===== src/logic/ccs_consts.vh =====
// Constants for the card contact sequencer: offsets, fields, timing counts
`ifndef CCS_CONSTS_VH
`define CCS_CONSTS_VH

// ---------------------------------------------------------------
// Register byte offsets
// ---------------------------------------------------------------
`define CCS_OFF_PWR_CTRL   8'h00
`define CCS_OFF_HW_STATUS  8'h04
`define CCS_OFF_IRQ_CLEAR  8'h08
`define CCS_OFF_IRQ_ENABLE 8'h0c
`define CCS_OFF_WAKE_CTRL  8'h10
`define CCS_OFF_SEQ_STATE  8'h14

// ---------------------------------------------------------------
// power_control_reg fields
// ---------------------------------------------------------------
`define CCS_PCR_START      0
`define CCS_PCR_RSTDRV     1
`define CCS_PCR_SLEEP      2

// ---------------------------------------------------------------
// hardware_status_reg fields
// ---------------------------------------------------------------
`define CCS_HSR_CARD_PRESENT_PIN_CHG   0
`define CCS_HSR_PROT       1
`define CCS_HSR_OTEMP      2
`define CCS_HSR_SUPPLY_LOW_LATCH       3
`define CCS_HSR_WIDTH      4

// ---------------------------------------------------------------
// Wake control fields
// ---------------------------------------------------------------
`define CCS_WAKE_RX        0
`define CCS_WAKE_INT1      1
`define CCS_WAKE_INT1_EN   2

// ---------------------------------------------------------------
// Timing, in 1/64 T steps (one oscillator pulse each; T is 64 of them); wake delay in clock cycles
// ---------------------------------------------------------------
`define CCS_OSC_DIV        7'd64
`define CCS_ACT_T1         10'd3
`define CCS_ACT_T2         10'd99
`define CCS_ACT_T3         10'd227
`define CCS_ACT_T4         10'd259
`define CCS_DEA_T11        10'd3
`define CCS_DEA_T12        10'd35
`define CCS_DEA_T13        10'd67
`define CCS_DEA_T14        10'd99
`define CCS_DEA_T15        10'd227
`define CCS_WAKE_DELAY     11'd1536

`endif


===== src/logic/ccs_sync.v =====
// Three-stage input synchroniser with agreement filter
`timescale 1ns/1ps
`default_nettype none

module ccs_sync #(
	parameter W = 1
) (
	input  wire         i_clk,   // System clock
	input  wire         i_rst_b, // Synchronous reset, active low
	input  wire [W-1:0] i_async, // Pin levels
	output reg  [W-1:0] o_sync   // Filtered levels
);

	reg [W-1:0] stage1; // Read only by stage2
	reg [W-1:0] stage2;
	reg [W-1:0] stage3;

	// ---------------------------------------------------------------
	// Pipeline; a change counts once stage 2 and 3 agree
	// ---------------------------------------------------------------
	genvar g;
	generate
		for (g = 0; g < W; g = g + 1)
		begin : g_bit
			always @(posedge i_clk)
			begin
				if (!i_rst_b)
				begin
					stage1[g] <= 1'b0;
					stage2[g] <= 1'b0;
					stage3[g] <= 1'b0;
					o_sync[g] <= 1'b0;
				end
				else
				begin
					stage1[g] <= i_async[g];
					stage2[g] <= stage1[g];
					stage3[g] <= stage2[g];
					// Hold until the two later stages agree
					if (stage2[g] == stage3[g])
						o_sync[g] <= stage3[g];
				end
			end
		end
	endgenerate

endmodule // ccs_sync

`default_nettype wire


===== src/logic/ccs_top.v =====
// Card contact sequencer with AXI4-Lite registers and wake logic
`timescale 1ns/1ps
`default_nettype none
`include "ccs_consts.vh"

// Notes on behaviour
// Insert, remove, overcurrent, reset levels wake device
// RX or int1 falling edge wakes when enabled
// Software sets wake enables as required
// Wait 1536 cycles before leaving power-down
// Inactive: contacts low, converter stopped
// Software configures UART before setting start
// Activation: converter, supply, IO, clock timed
// Card reset rises only by software bit
// Sequencer T is oscillator divided by 64
// Deactivation: reset, clock, IO, supply, stop
// Faults and removal force automatic deactivation
// Emergency: interrupt, status bit, clear start
// Dropout: deactivate, chip reset, flag supply
// Activation needs card present, supply good
// Offsets counted in 1/64 T ticks
module ccs_top (
	input  wire        i_clk,          // 20 MHz system clock
	input  wire        i_rst_b,        // Synchronous reset, active low
	input  wire        i_osc_tick,     // Internal oscillator pulse, same clock
	input  wire        i_card_present, // Card present pin, high when in
	input  wire        i_prot_fault,   // Supply or reset overcurrent
	input  wire        i_overtemp,     // Die overheating
	input  wire        i_supply_low,   // Supervisor active
	input  wire        i_chip_reset,   // Chip reset pin, active high
	input  wire        i_card_rst_in,  // Card reset contact level
	input  wire        i_rx,           // Serial receive line
	input  wire        i_ext_int_b,    // External interrupt, active low
	input  wire        i_powerdown,    // Controller entered power-down
	input  wire [31:0] i_awaddr,       // AXI write address
	input  wire        i_awvalid,
	output reg         o_awready,
	input  wire [31:0] i_wdata,
	input  wire [3:0]  i_wstrb,
	input  wire        i_wvalid,
	output reg         o_wready,
	output reg  [1:0]  o_bresp,
	output reg         o_bvalid,
	input  wire        i_bready,
	input  wire [31:0] i_araddr,
	input  wire        i_arvalid,
	output reg         o_arready,
	output reg  [31:0] o_rdata,
	output reg  [1:0]  o_rresp,
	output reg         o_rvalid,
	input  wire        i_rready,
	output reg         o_dcdc_en,      // DC/DC converter run
	output reg         o_vcc_en,       // Card supply ramp on
	output reg         o_io_en,        // I/O pulled up to supply
	output reg         o_clk_en,       // Card clock sent
	output reg         o_rst_en,       // Card reset contact enabled
	output reg         o_card_rst,     // Card reset contact high
	output reg         o_low_imp,      // Contacts clamped to card_ground
	output reg         o_wake,         // Leave power-down (level)
	output reg         o_chip_reset,   // Full chip reset pulse
	output reg         o_host_int_b    // host_interrupt_n, active low
);

	// ---------------------------------------------------------------
	// States, one-hot
	// ---------------------------------------------------------------
	localparam [3:0] ST_IDLE = 4'b0001;
	localparam [3:0] ST_ACT  = 4'b0010;
	localparam [3:0] ST_ON   = 4'b0100;
	localparam [3:0] ST_DEA  = 4'b1000;

	// ---------------------------------------------------------------
	// Synchronised pins
	// ---------------------------------------------------------------
	wire [8:0] pins_s;   // Filtered pin levels
	ccs_sync #(.W(9)) u_sync (
		.i_clk   (i_clk),
		.i_rst_b (i_rst_b),
		.i_async ({i_powerdown, i_card_rst_in, i_ext_int_b, i_rx, i_chip_reset,
			i_supply_low, i_overtemp, i_prot_fault, i_card_present}),
		.o_sync  (pins_s)
	);
	wire card_present_pin_s  = pins_s[0];
	wire prot_s  = pins_s[1];
	wire otemp_s = pins_s[2];
	wire supply_low_latch_s  = pins_s[3];
	wire crst_s  = pins_s[4];
	wire rx_s    = pins_s[5];
	wire int_s   = pins_s[6];
	wire card_reset_drive_bit_s = pins_s[7];
	wire pd_s    = pins_s[8];

	reg        card_present_pin_d;   // Previous presence
	reg        rx_d;     // Previous receive level
	reg        int_d;    // Previous interrupt level
	reg        supply_low_latch_d;   // Previous supervisor level
	reg        start;    // power_control_reg start bit
	reg        rst_drv;  // card_reset_drive_bit
	reg        sleep_req; // Stop card clock while powered down
	reg  [2:0] wake_ctl; // rx_wake_enable, ext_int_wake_enable, int enabled
	reg  [3:0] status;   // hardware_status_reg sticky bits
	reg  [3:0] irq_en;   // Interrupt enable mask
	reg  [3:0] state;    // Sequencer state
	reg  [9:0] sub;      // Position in 1/64 T ticks
	reg  [5:0] div;      // Phase within T, in oscillator pulses
	reg        tick;     // One 1/64 T step
	reg [10:0] wake_cnt; // Wake delay counter
	reg        supply_low_latch_pend; // Dropout awaiting idle state for chip reset
	reg        aw_held;
	reg        w_held;
	reg  [7:0] aw_addr;
	reg [31:0] w_data;

	// ---------------------------------------------------------------
	// Divider: one step per oscillator pulse, div wraps once per T
	// ---------------------------------------------------------------
	always @(posedge i_clk)
	begin
		if (!i_rst_b)
		begin
			div  <= 6'h00;
			tick <= 1'b0;
		end
		else
		begin
			// A coarser step could not place the 3/64 T offsets
			tick <= i_osc_tick;
			if (i_osc_tick)
			begin
				div <= div + 6'h01;
			end
		end
	end

	// Faults that end a session, and those that also interrupt
	wire removed   = card_present_pin_d & ~card_present_pin_s;
	wire emerg     = ~card_present_pin_s | prot_s | otemp_s;
	wire any_fault = emerg | supply_low_latch_s | crst_s;
	wire act_ok    = start & card_present_pin_s & ~supply_low_latch_s & ~any_fault;

	// ---------------------------------------------------------------
	// Sequencer
	// ---------------------------------------------------------------
	always @(posedge i_clk)
	begin
		if (!i_rst_b)
		begin
			state      <= ST_IDLE;
			sub        <= 10'h000;
			o_dcdc_en  <= 1'b0;
			o_vcc_en   <= 1'b0;
			o_io_en    <= 1'b0;
			o_clk_en   <= 1'b0;
			o_rst_en   <= 1'b0;
			o_card_rst <= 1'b0;
			o_low_imp  <= 1'b1;
		end
		else
		begin
			case (state)
				ST_IDLE:
				begin
					// Everything low and clamped while inactive
					o_dcdc_en <= 1'b0;
					o_low_imp <= 1'b1;
					sub       <= 10'h000;
					if (act_ok)
						state <= ST_ACT;
				end
				ST_ACT:
				begin
					if (!start || any_fault)
					begin
						state <= ST_DEA;
						sub   <= 10'h000;
					end
					else if (tick)
					begin
						sub <= sub + 10'h001;
						if (sub == `CCS_ACT_T1 - 10'h001)
						begin
							o_dcdc_en <= 1'b1;
							o_low_imp <= 1'b0;
						end
						if (sub == `CCS_ACT_T2 - 10'h001)
							o_vcc_en <= 1'b1;
						if (sub == `CCS_ACT_T3 - 10'h001)
							o_io_en <= 1'b1;
						if (sub == `CCS_ACT_T4 - 10'h001)
						begin
							o_clk_en <= 1'b1;
							o_rst_en <= 1'b1;
							state    <= ST_ON;
						end
					end
				end
				ST_ON:
				begin
					// Reset contact follows software only
					o_card_rst <= rst_drv;
					// Sleep stops the clock low while powered down
					o_clk_en   <= ~(sleep_req & pd_s);
					if (!start || any_fault)
					begin
						state <= ST_DEA;
						sub   <= 10'h000;
					end
				end
				ST_DEA:
				begin
					if (tick)
					begin
						sub <= sub + 10'h001;
						if (sub == `CCS_DEA_T11 - 10'h001)
						begin
							o_card_rst <= 1'b0;
							o_rst_en   <= 1'b0;
						end
						if (sub == `CCS_DEA_T12 - 10'h001)
							o_clk_en <= 1'b0;
						if (sub == `CCS_DEA_T13 - 10'h001)
							o_io_en <= 1'b0;
						if (sub == `CCS_DEA_T14 - 10'h001)
							o_vcc_en <= 1'b0;
						if (sub == `CCS_DEA_T15 - 10'h001)
						begin
							o_dcdc_en <= 1'b0;
							o_low_imp <= 1'b1;
							state     <= ST_IDLE;
						end
					end
				end
				default:
					state <= ST_IDLE;
			endcase
		end
	end

	// Session ends with a finished deactivation
	wire dea_done = (state == ST_DEA) & tick & (sub == `CCS_DEA_T15 - 10'h001);

	// ---------------------------------------------------------------
	// Dropout: chip reset after deactivation, flag when supply good
	// ---------------------------------------------------------------
	always @(posedge i_clk)
	begin
		if (!i_rst_b)
		begin
			supply_low_latch_pend    <= 1'b0;
			o_chip_reset <= 1'b0;
			supply_low_latch_d       <= 1'b0;
		end
		else
		begin
			supply_low_latch_d       <= supply_low_latch_s;
			o_chip_reset <= 1'b0;
			if (supply_low_latch_pend && state == ST_IDLE && !o_chip_reset)
			begin
				o_chip_reset <= 1'b1;
				supply_low_latch_pend    <= 1'b0;
			end
			// One reset per dropout, even with the card already down
			if (supply_low_latch_s && !supply_low_latch_d)
				supply_low_latch_pend <= 1'b1;
		end
	end

	// ---------------------------------------------------------------
	// Wake from power-down or sleep
	// ---------------------------------------------------------------
	wire wake_ev = (card_present_pin_d ^ card_present_pin_s) | prot_s | card_reset_drive_bit_s | crst_s
		| (wake_ctl[`CCS_WAKE_RX] & rx_d & ~rx_s)
		| (wake_ctl[`CCS_WAKE_INT1] & wake_ctl[`CCS_WAKE_INT1_EN]
			& int_d & ~int_s);

	always @(posedge i_clk)
	begin
		if (!i_rst_b)
		begin
			// Low like the synchroniser, so no false fall after reset
			card_present_pin_d   <= 1'b0;
			rx_d     <= 1'b0;
			int_d    <= 1'b0;
			wake_cnt <= 11'h000;
			o_wake   <= 1'b0;
		end
		else
		begin
			card_present_pin_d <= card_present_pin_s;
			rx_d   <= rx_s;
			int_d  <= int_s;
			if (!pd_s)
			begin
				wake_cnt <= 11'h000;
				o_wake   <= 1'b0;
			end
			else if (wake_cnt != 11'h000)
			begin
				// Serial data during this wait may be lost
				wake_cnt <= wake_cnt + 11'h001;
				if (wake_cnt == `CCS_WAKE_DELAY)
				begin
					o_wake   <= 1'b1;
					wake_cnt <= 11'h000;
				end
			end
			else if (wake_ev && !o_wake)
				wake_cnt <= 11'h001;
		end
	end

	// ---------------------------------------------------------------
	// AXI4-Lite write channel
	// ---------------------------------------------------------------
	reg w_strb_lo;   // Low lane strobe of held write
	wire do_wr = aw_held & w_held & ~o_bvalid;
	wire [3:0] clr_bits = (do_wr && aw_addr == `CCS_OFF_IRQ_CLEAR && w_strb_lo)
		? w_data[3:0] : 4'h0;

	// Events that set status bits
	wire [3:0] ev_set;
	assign ev_set[`CCS_HSR_CARD_PRESENT_PIN_CHG] = card_present_pin_d ^ card_present_pin_s;
	assign ev_set[`CCS_HSR_PROT]     = prot_s & (state != ST_IDLE);
	assign ev_set[`CCS_HSR_OTEMP]    = otemp_s & (state != ST_IDLE);
	assign ev_set[`CCS_HSR_SUPPLY_LOW_LATCH]     = supply_low_latch_d & ~supply_low_latch_s;

	always @(posedge i_clk)
	begin
		if (!i_rst_b)
		begin
			o_awready <= 1'b0;
			o_wready  <= 1'b0;
			o_bvalid  <= 1'b0;
			o_bresp   <= 2'h0;
			aw_held   <= 1'b0;
			w_held    <= 1'b0;
			aw_addr   <= 8'h00;
			w_data    <= 32'h0;
			w_strb_lo <= 1'b0;
			start     <= 1'b0;
			rst_drv   <= 1'b0;
			sleep_req <= 1'b0;
			wake_ctl  <= 3'h0;
			irq_en    <= 4'h0;
			status    <= 4'h0;
		end
		else
		begin
			o_awready <= ~aw_held & ~(i_awvalid & o_awready);
			o_wready  <= ~w_held & ~(i_wvalid & o_wready);
			if (i_awvalid && o_awready)
			begin
				aw_held <= 1'b1;
				aw_addr <= i_awaddr[7:0];
			end
			if (i_wvalid && o_wready)
			begin
				w_held    <= 1'b1;
				w_data    <= i_wdata;
				w_strb_lo <= i_wstrb[0];
			end
			if (do_wr)
			begin
				aw_held  <= 1'b0;
				w_held   <= 1'b0;
				o_bvalid <= 1'b1;
				o_bresp  <= 2'h0;
				case (aw_addr)
					`CCS_OFF_PWR_CTRL:
						if (w_strb_lo)
						begin
							// Host configures UART before this
							start     <= w_data[`CCS_PCR_START];
							rst_drv   <= w_data[`CCS_PCR_RSTDRV];
							sleep_req <= w_data[`CCS_PCR_SLEEP];
						end
					`CCS_OFF_WAKE_CTRL:
						if (w_strb_lo)
							wake_ctl <= w_data[2:0];
					`CCS_OFF_IRQ_ENABLE:
						if (w_strb_lo)
							irq_en <= w_data[3:0];
					`CCS_OFF_IRQ_CLEAR:
						o_bresp <= 2'h0;
					`CCS_OFF_HW_STATUS,
					`CCS_OFF_SEQ_STATE:
						o_bresp <= 2'h0;
					default:
						o_bresp <= 2'h2;
				endcase
			end
			else if (o_bvalid && i_bready)
				o_bvalid <= 1'b0;
			// Emergency clears start; later write loses to it
			if (emerg && state != ST_IDLE)
				start <= 1'b0;
			if (dea_done)
				rst_drv <= 1'b0;
			// Set wins over clear
			status <= (status & ~clr_bits) | ev_set;
		end
	end

	// ---------------------------------------------------------------
	// AXI4-Lite read channel
	// ---------------------------------------------------------------
	always @(posedge i_clk)
	begin
		if (!i_rst_b)
		begin
			o_arready <= 1'b0;
			o_rvalid  <= 1'b0;
			o_rdata   <= 32'h0;
			o_rresp   <= 2'h0;
		end
		else
		begin
			o_arready <= ~o_rvalid & ~(i_arvalid & o_arready);
			if (i_arvalid && o_arready)
			begin
				o_rvalid <= 1'b1;
				o_rresp  <= 2'h0;
				case (i_araddr[7:0])
					`CCS_OFF_PWR_CTRL:
						o_rdata <= {29'h0, sleep_req, rst_drv, start};
					`CCS_OFF_HW_STATUS:
						o_rdata <= {28'h0, status};
					`CCS_OFF_IRQ_CLEAR:
						o_rdata <= 32'h0;
					`CCS_OFF_IRQ_ENABLE:
						o_rdata <= {28'h0, irq_en};
					`CCS_OFF_WAKE_CTRL:
						o_rdata <= {29'h0, wake_ctl};
					`CCS_OFF_SEQ_STATE:
						o_rdata <= {10'h0, div, card_present_pin_s, o_wake, state, sub};
					default:
					begin
						o_rdata <= 32'h0;
						o_rresp <= 2'h2;
					end
				endcase
			end
			else if (o_rvalid && i_rready)
				o_rvalid <= 1'b0;
		end
	end

	// ---------------------------------------------------------------
	// Interrupt: low while enabled status set or supervisor active
	// ---------------------------------------------------------------
	always @(posedge i_clk)
	begin
		if (!i_rst_b)
			o_host_int_b <= 1'b0;
		else
			o_host_int_b <= ~(|(status & irq_en) | supply_low_latch_s);
	end

endmodule // ccs_top

`default_nettype wire


===== config.mk =====
export PLATFORM = sky130hd
export DESIGN_NAME = ccs_top
export DESIGN_NICKNAME = d
export VERILOG_FILES = /design/src/logic/ccs_sync.v /design/src/logic/ccs_top.v
export VERILOG_INCLUDE_DIRS = /design/src /design/src/logic
export SDC_FILE = /design/constraint.sdc
export NUM_CORES = 1
export LEC_CHECK = 0
export ABC_AREA = 0
export ABC_CLOCK_PERIOD_IN_PS = 6550
export BUFFER_PORTS_ARGS = -buffer_cell sky130_fd_sc_hd__buf_4
export CAP_MARGIN = 5
export CORE_MARGIN = 4
export CORE_UTILIZATION = 36
export DETAILED_ROUTE_END_ITERATION = 6
export PLACE_DENSITY_LB_ADDON = 0.15
export SETUP_SLACK_MARGIN = 0.4
export SLEW_MARGIN = 20
export SYNTH_ARGS = -nofsm -noshare
export SYNTH_HDL_FRONTEND = slang
export SYNTH_SLANG_ARGS = --single-unit

===== constraint.sdc =====
create_clock -name i_clk -period 6.55 [get_ports i_clk]
set_input_delay 1.965 -clock i_clk [delete_from_list [all_inputs] [get_ports i_clk]]
set_output_delay 1.965 -clock i_clk [all_outputs]
set_load 0.01 [all_outputs]

==> metrics.md <==
| Metric | Value |
|---|---|
| Status | completed |
| Clock slew seen by the registers of the worst setup and hold paths | 0.06 ns |
| Post-synthesis sequential area ratio | 0.496 |
| Largest net degree at the start of global routing | 53 |
| Achievable clock frequency | 0.281 GHz |
| Top cell type by total area after synthesis | dfxtp_1 |
| Post-layout min period | about 3.6 ns |
| Slew Viols, Final | 0 |
| Placed Instances | 885 |
| Synth unique cells | 60 |
| Fin Clk Skew | 0.00544 ns |
| WP data required | 6.90 ns |
| Ranking of synthesized cells by area | dfxtp_1, a21oi_1, and2_1 |
| Max-Cap Viols | 0 |
| Layout cells sized above 1 | 0.176 |
| Core Util, Final | 0.462 |
| Slew of the pin with the lowest slew margin | 0.868 ns |
| Placer congestion estimate | 0.867 |
| Number of synthesis warnings | 0 |
| P per Cell Area | 306 mW/mm^2 |
| Unrepaired setup endpoints after global routing | false |
| Synthesized instance count | 627 |
| Die ar. | 0.0179 sq mm |
| Drt via density | 5.07 |
| Flop pwr share | 0.419 |
| WL final | roughly 13000 microns |
| CTS resizes | 0 |
| Setup TNS Final | 0 ns |
| Post-DP HPWL | 9300 microns |
| Commonest cells after routing, fill and taps aside | dfxtp_1, buf_4, nor2_1 |
| Critical Path Sink | o_rdata[10] |
| Via count | 4651 |
| Inserted Clock Buffers | 17 |
| Register bit count reported by yosys | around 140 |
| Syn avg cell area | slightly above 9 sq um |
| Nets | ~820 |
| Met3 wire length | a little under 700 microns |
| Max VDD drop | about 0.20 mV |
| Max-slew headroom | 0.413 |
| Clock Power Share | 0.511 |
| Crit Reg-Reg Startpoint | sub[1] |
| Hold Buf Count CTS | 0 |
| N_diodes | 0 |
| CTS Sinks | 141 |
| RR Endpoint | o_low_imp |
| Cell Area, Synth | 0.00569 sq mm |
| I/O Buffers | 76 |
| Vias in the first global route | roughly 4300 |
| DR DRC count | 0 |
| Critical Path Source | i_araddr[0] |
| Core ar. | 0.0153 sq mm |
| Critical path class | in2reg |
| Die Ht | approximately 130 microns |
| Endpoints failing setup | 0 |
| DRT met1 WL | 6570 microns |
| Finished Layout Cells | 917 |
| Congestion Overflow GR | 0 |
| Sw power | 488 uW |
| Fill cells | 1483 |
| Post-CTS Setup Bufs | 0 |
| Gr usage total | 0.151 |
| Die Width | around 130 microns |
| Clock root buffer | clkbuf_16 |
| Ys flop type | dfxtp_1 |
| CTS tree | yes |
| Met2 Wirelength | slightly below 6000 microns |
| Fin. Hold Viols | 0 |
| Pint | 1.68 mW |
| HP Class | reg2reg |
| Detailed Routing Iterations Pass 1 | 5 |
| Crit. End Element | flop |
| Commonest non-fill, non-tap cell in the layout | dfxtp_1 |
| Drt wl/cell | 14.6 microns |
| Worst skew pair latency | 0.41 ns |
| Antenna violations before repair | 0 |
| CTS H-tree depth | 4 |
| Crit-path max FO | 18 |
| Ports | 168 |
| Post-synth EDFFs | 0 |
| Highest routed layer | met4 |
| Combinational Power Share | 0.070 |
| Drt first-iter violations | ~300 |
| Global-route wire length before repair | roughly 22000 microns |
| Initial Util | 0.371 |
| Rows | 45 |
| Layout area overhead | 24.3% |
| Switch share | 0.225 |
| Clock buffer depth | 2 |
| Synth top area share | 0.496 |
| Arr. time, crit path | 3.91 ns |
| FF-to-FF path depth | 6 |
| Post-synth ARST share | 0 |
| R2R setup slack | 3.87 ns |
| Startpoint Class | input port |
| Final Cycle Share | 0.544 |
| LEAKAGE | 2.68 nW |
| Post-DRT Antenna Nets | 0 |
[power groups by stage]
| stage | clock network, mW | logic (mW) | registers (mW) |
|---|---|---|---|
| finish | 1.11 | 0.152 | 0.908 |
| global route | 1.17 | 0.168 | 0.911 |
| CTS | 1.13 | 0.152 | 0.908 |
| detailed placement | 0 | 0.151 | 0.927 |
| global placement | 0 | 0.148 | 0.925 |
| floorplan | 0 | 0.112 | 0.913 |
[layer usage]
layer | up-vias | global-route usage
met5 | - | 0
met4 | 0 | 0.0663
met3 | 19 | 0.0389
met2 | 130 | 0.227
met1 | 2188 | 0.204
li1 | 2314 | -
[cells in the mapped netlist (3+ instances only)]
master	n
and3_1	8
o21ai_0	23
nor3b_1	3
a21oi_1	52
mux2i_1	16
or3_1	7
nand3b_1	3
clkbuf_1	27
buf_4	12
and2_1	39
nand4_1	6
ha_1	5
nor4b_1	5
xor2_1	13
or4b_2	3
a21o_1	3
nand2b_1	6
nor4_1	10
xnor2_1	10
nor2_1	61
inv_1	9
a22oi_1	19
a211oi_1	6
nor2b_1	3
nor3_1	7
nand2_1	59
dfxtp_1	141
nand3_1	26
[worst min-delay path by stage]
stage	slack, ns	startpoint	cells after the start	end
final	0.43	u_sync.stage1[2]	1	u_sync.stage2[2]
after global routing	0.44	u_sync.stage1[2]	1	u_sync.stage2[2]
after CTS	0.43	u_sync.stage1[2]	1	u_sync.stage2[2]
after detailed placement	0.42	u_sync.stage1[2]	1	u_sync.stage2[2]
after global placement	0.42	u_sync.stage1[5]	1	u_sync.stage2[5]
after floorplan	0.41	supply_low_latch_pend	2	o_chip_reset
[kinds of logic after synthesis]
logic type      count (synthesis)  share of synthesized area
compound gates                129                      0.141
mux                            18                     0.0361
flops                         141                      0.496
other cells                     1                   0.000659
xor+xnor                       23                     0.0354
buf+inv                        52                     0.0425
fa+ha+maj                       5                     0.0110
simple gates                  258                      0.237
[stage by stage]
stage | total power [mW] | hold WS [ns] | setup WS (ns) | area (sq um)
finish | 2.17 | 0.430 | 2.99 | 7070
global route | 2.24 | 0.436 | 2.81 | 7070
CTS | 2.19 | 0.432 | 3.03 | 7060
detailed placement | 1.08 | 0.419 | 2.58 | 6370
global placement | 1.07 | 0.418 | 2.63 | 6370
floorplan | 1.02 | 0.411 | 2.92 | 5730
[critical path, stage by stage]
cell and delay [ns]:
buf_4 0.11, or4_1 0.52, nor2_1 0.36, and3_1 0.69, a22oi_1 0.15, nor2_1 0.12
[registers in the layout, summed over array words and instances (netlist names), 3 cells and up]
name,flops
u_sync.stage3,9
irq_en,4
status,4
wake_ctl,3
sub,10
div,6
u_sync.stage2,9
u_sync.stage1,9
state,4
wake_cnt,11
o_rdata,22
u_sync.o_sync,9
aw_addr,8
w_data,4
[layout make-up]
class	instances	area, sq um	area share
Sequential cell	141	2820	0.399
Multi-Input combinational cell	445	2670	0.378
Timing Repair Buffer	78	586	0.0828
Clock buffer	19	453	0.0641
Tap cell	211	264	0.0374
Clock inverter	13	235	0.0333
Inverter	10	37.5	0.00531
(Power assumes the default switching activity.)
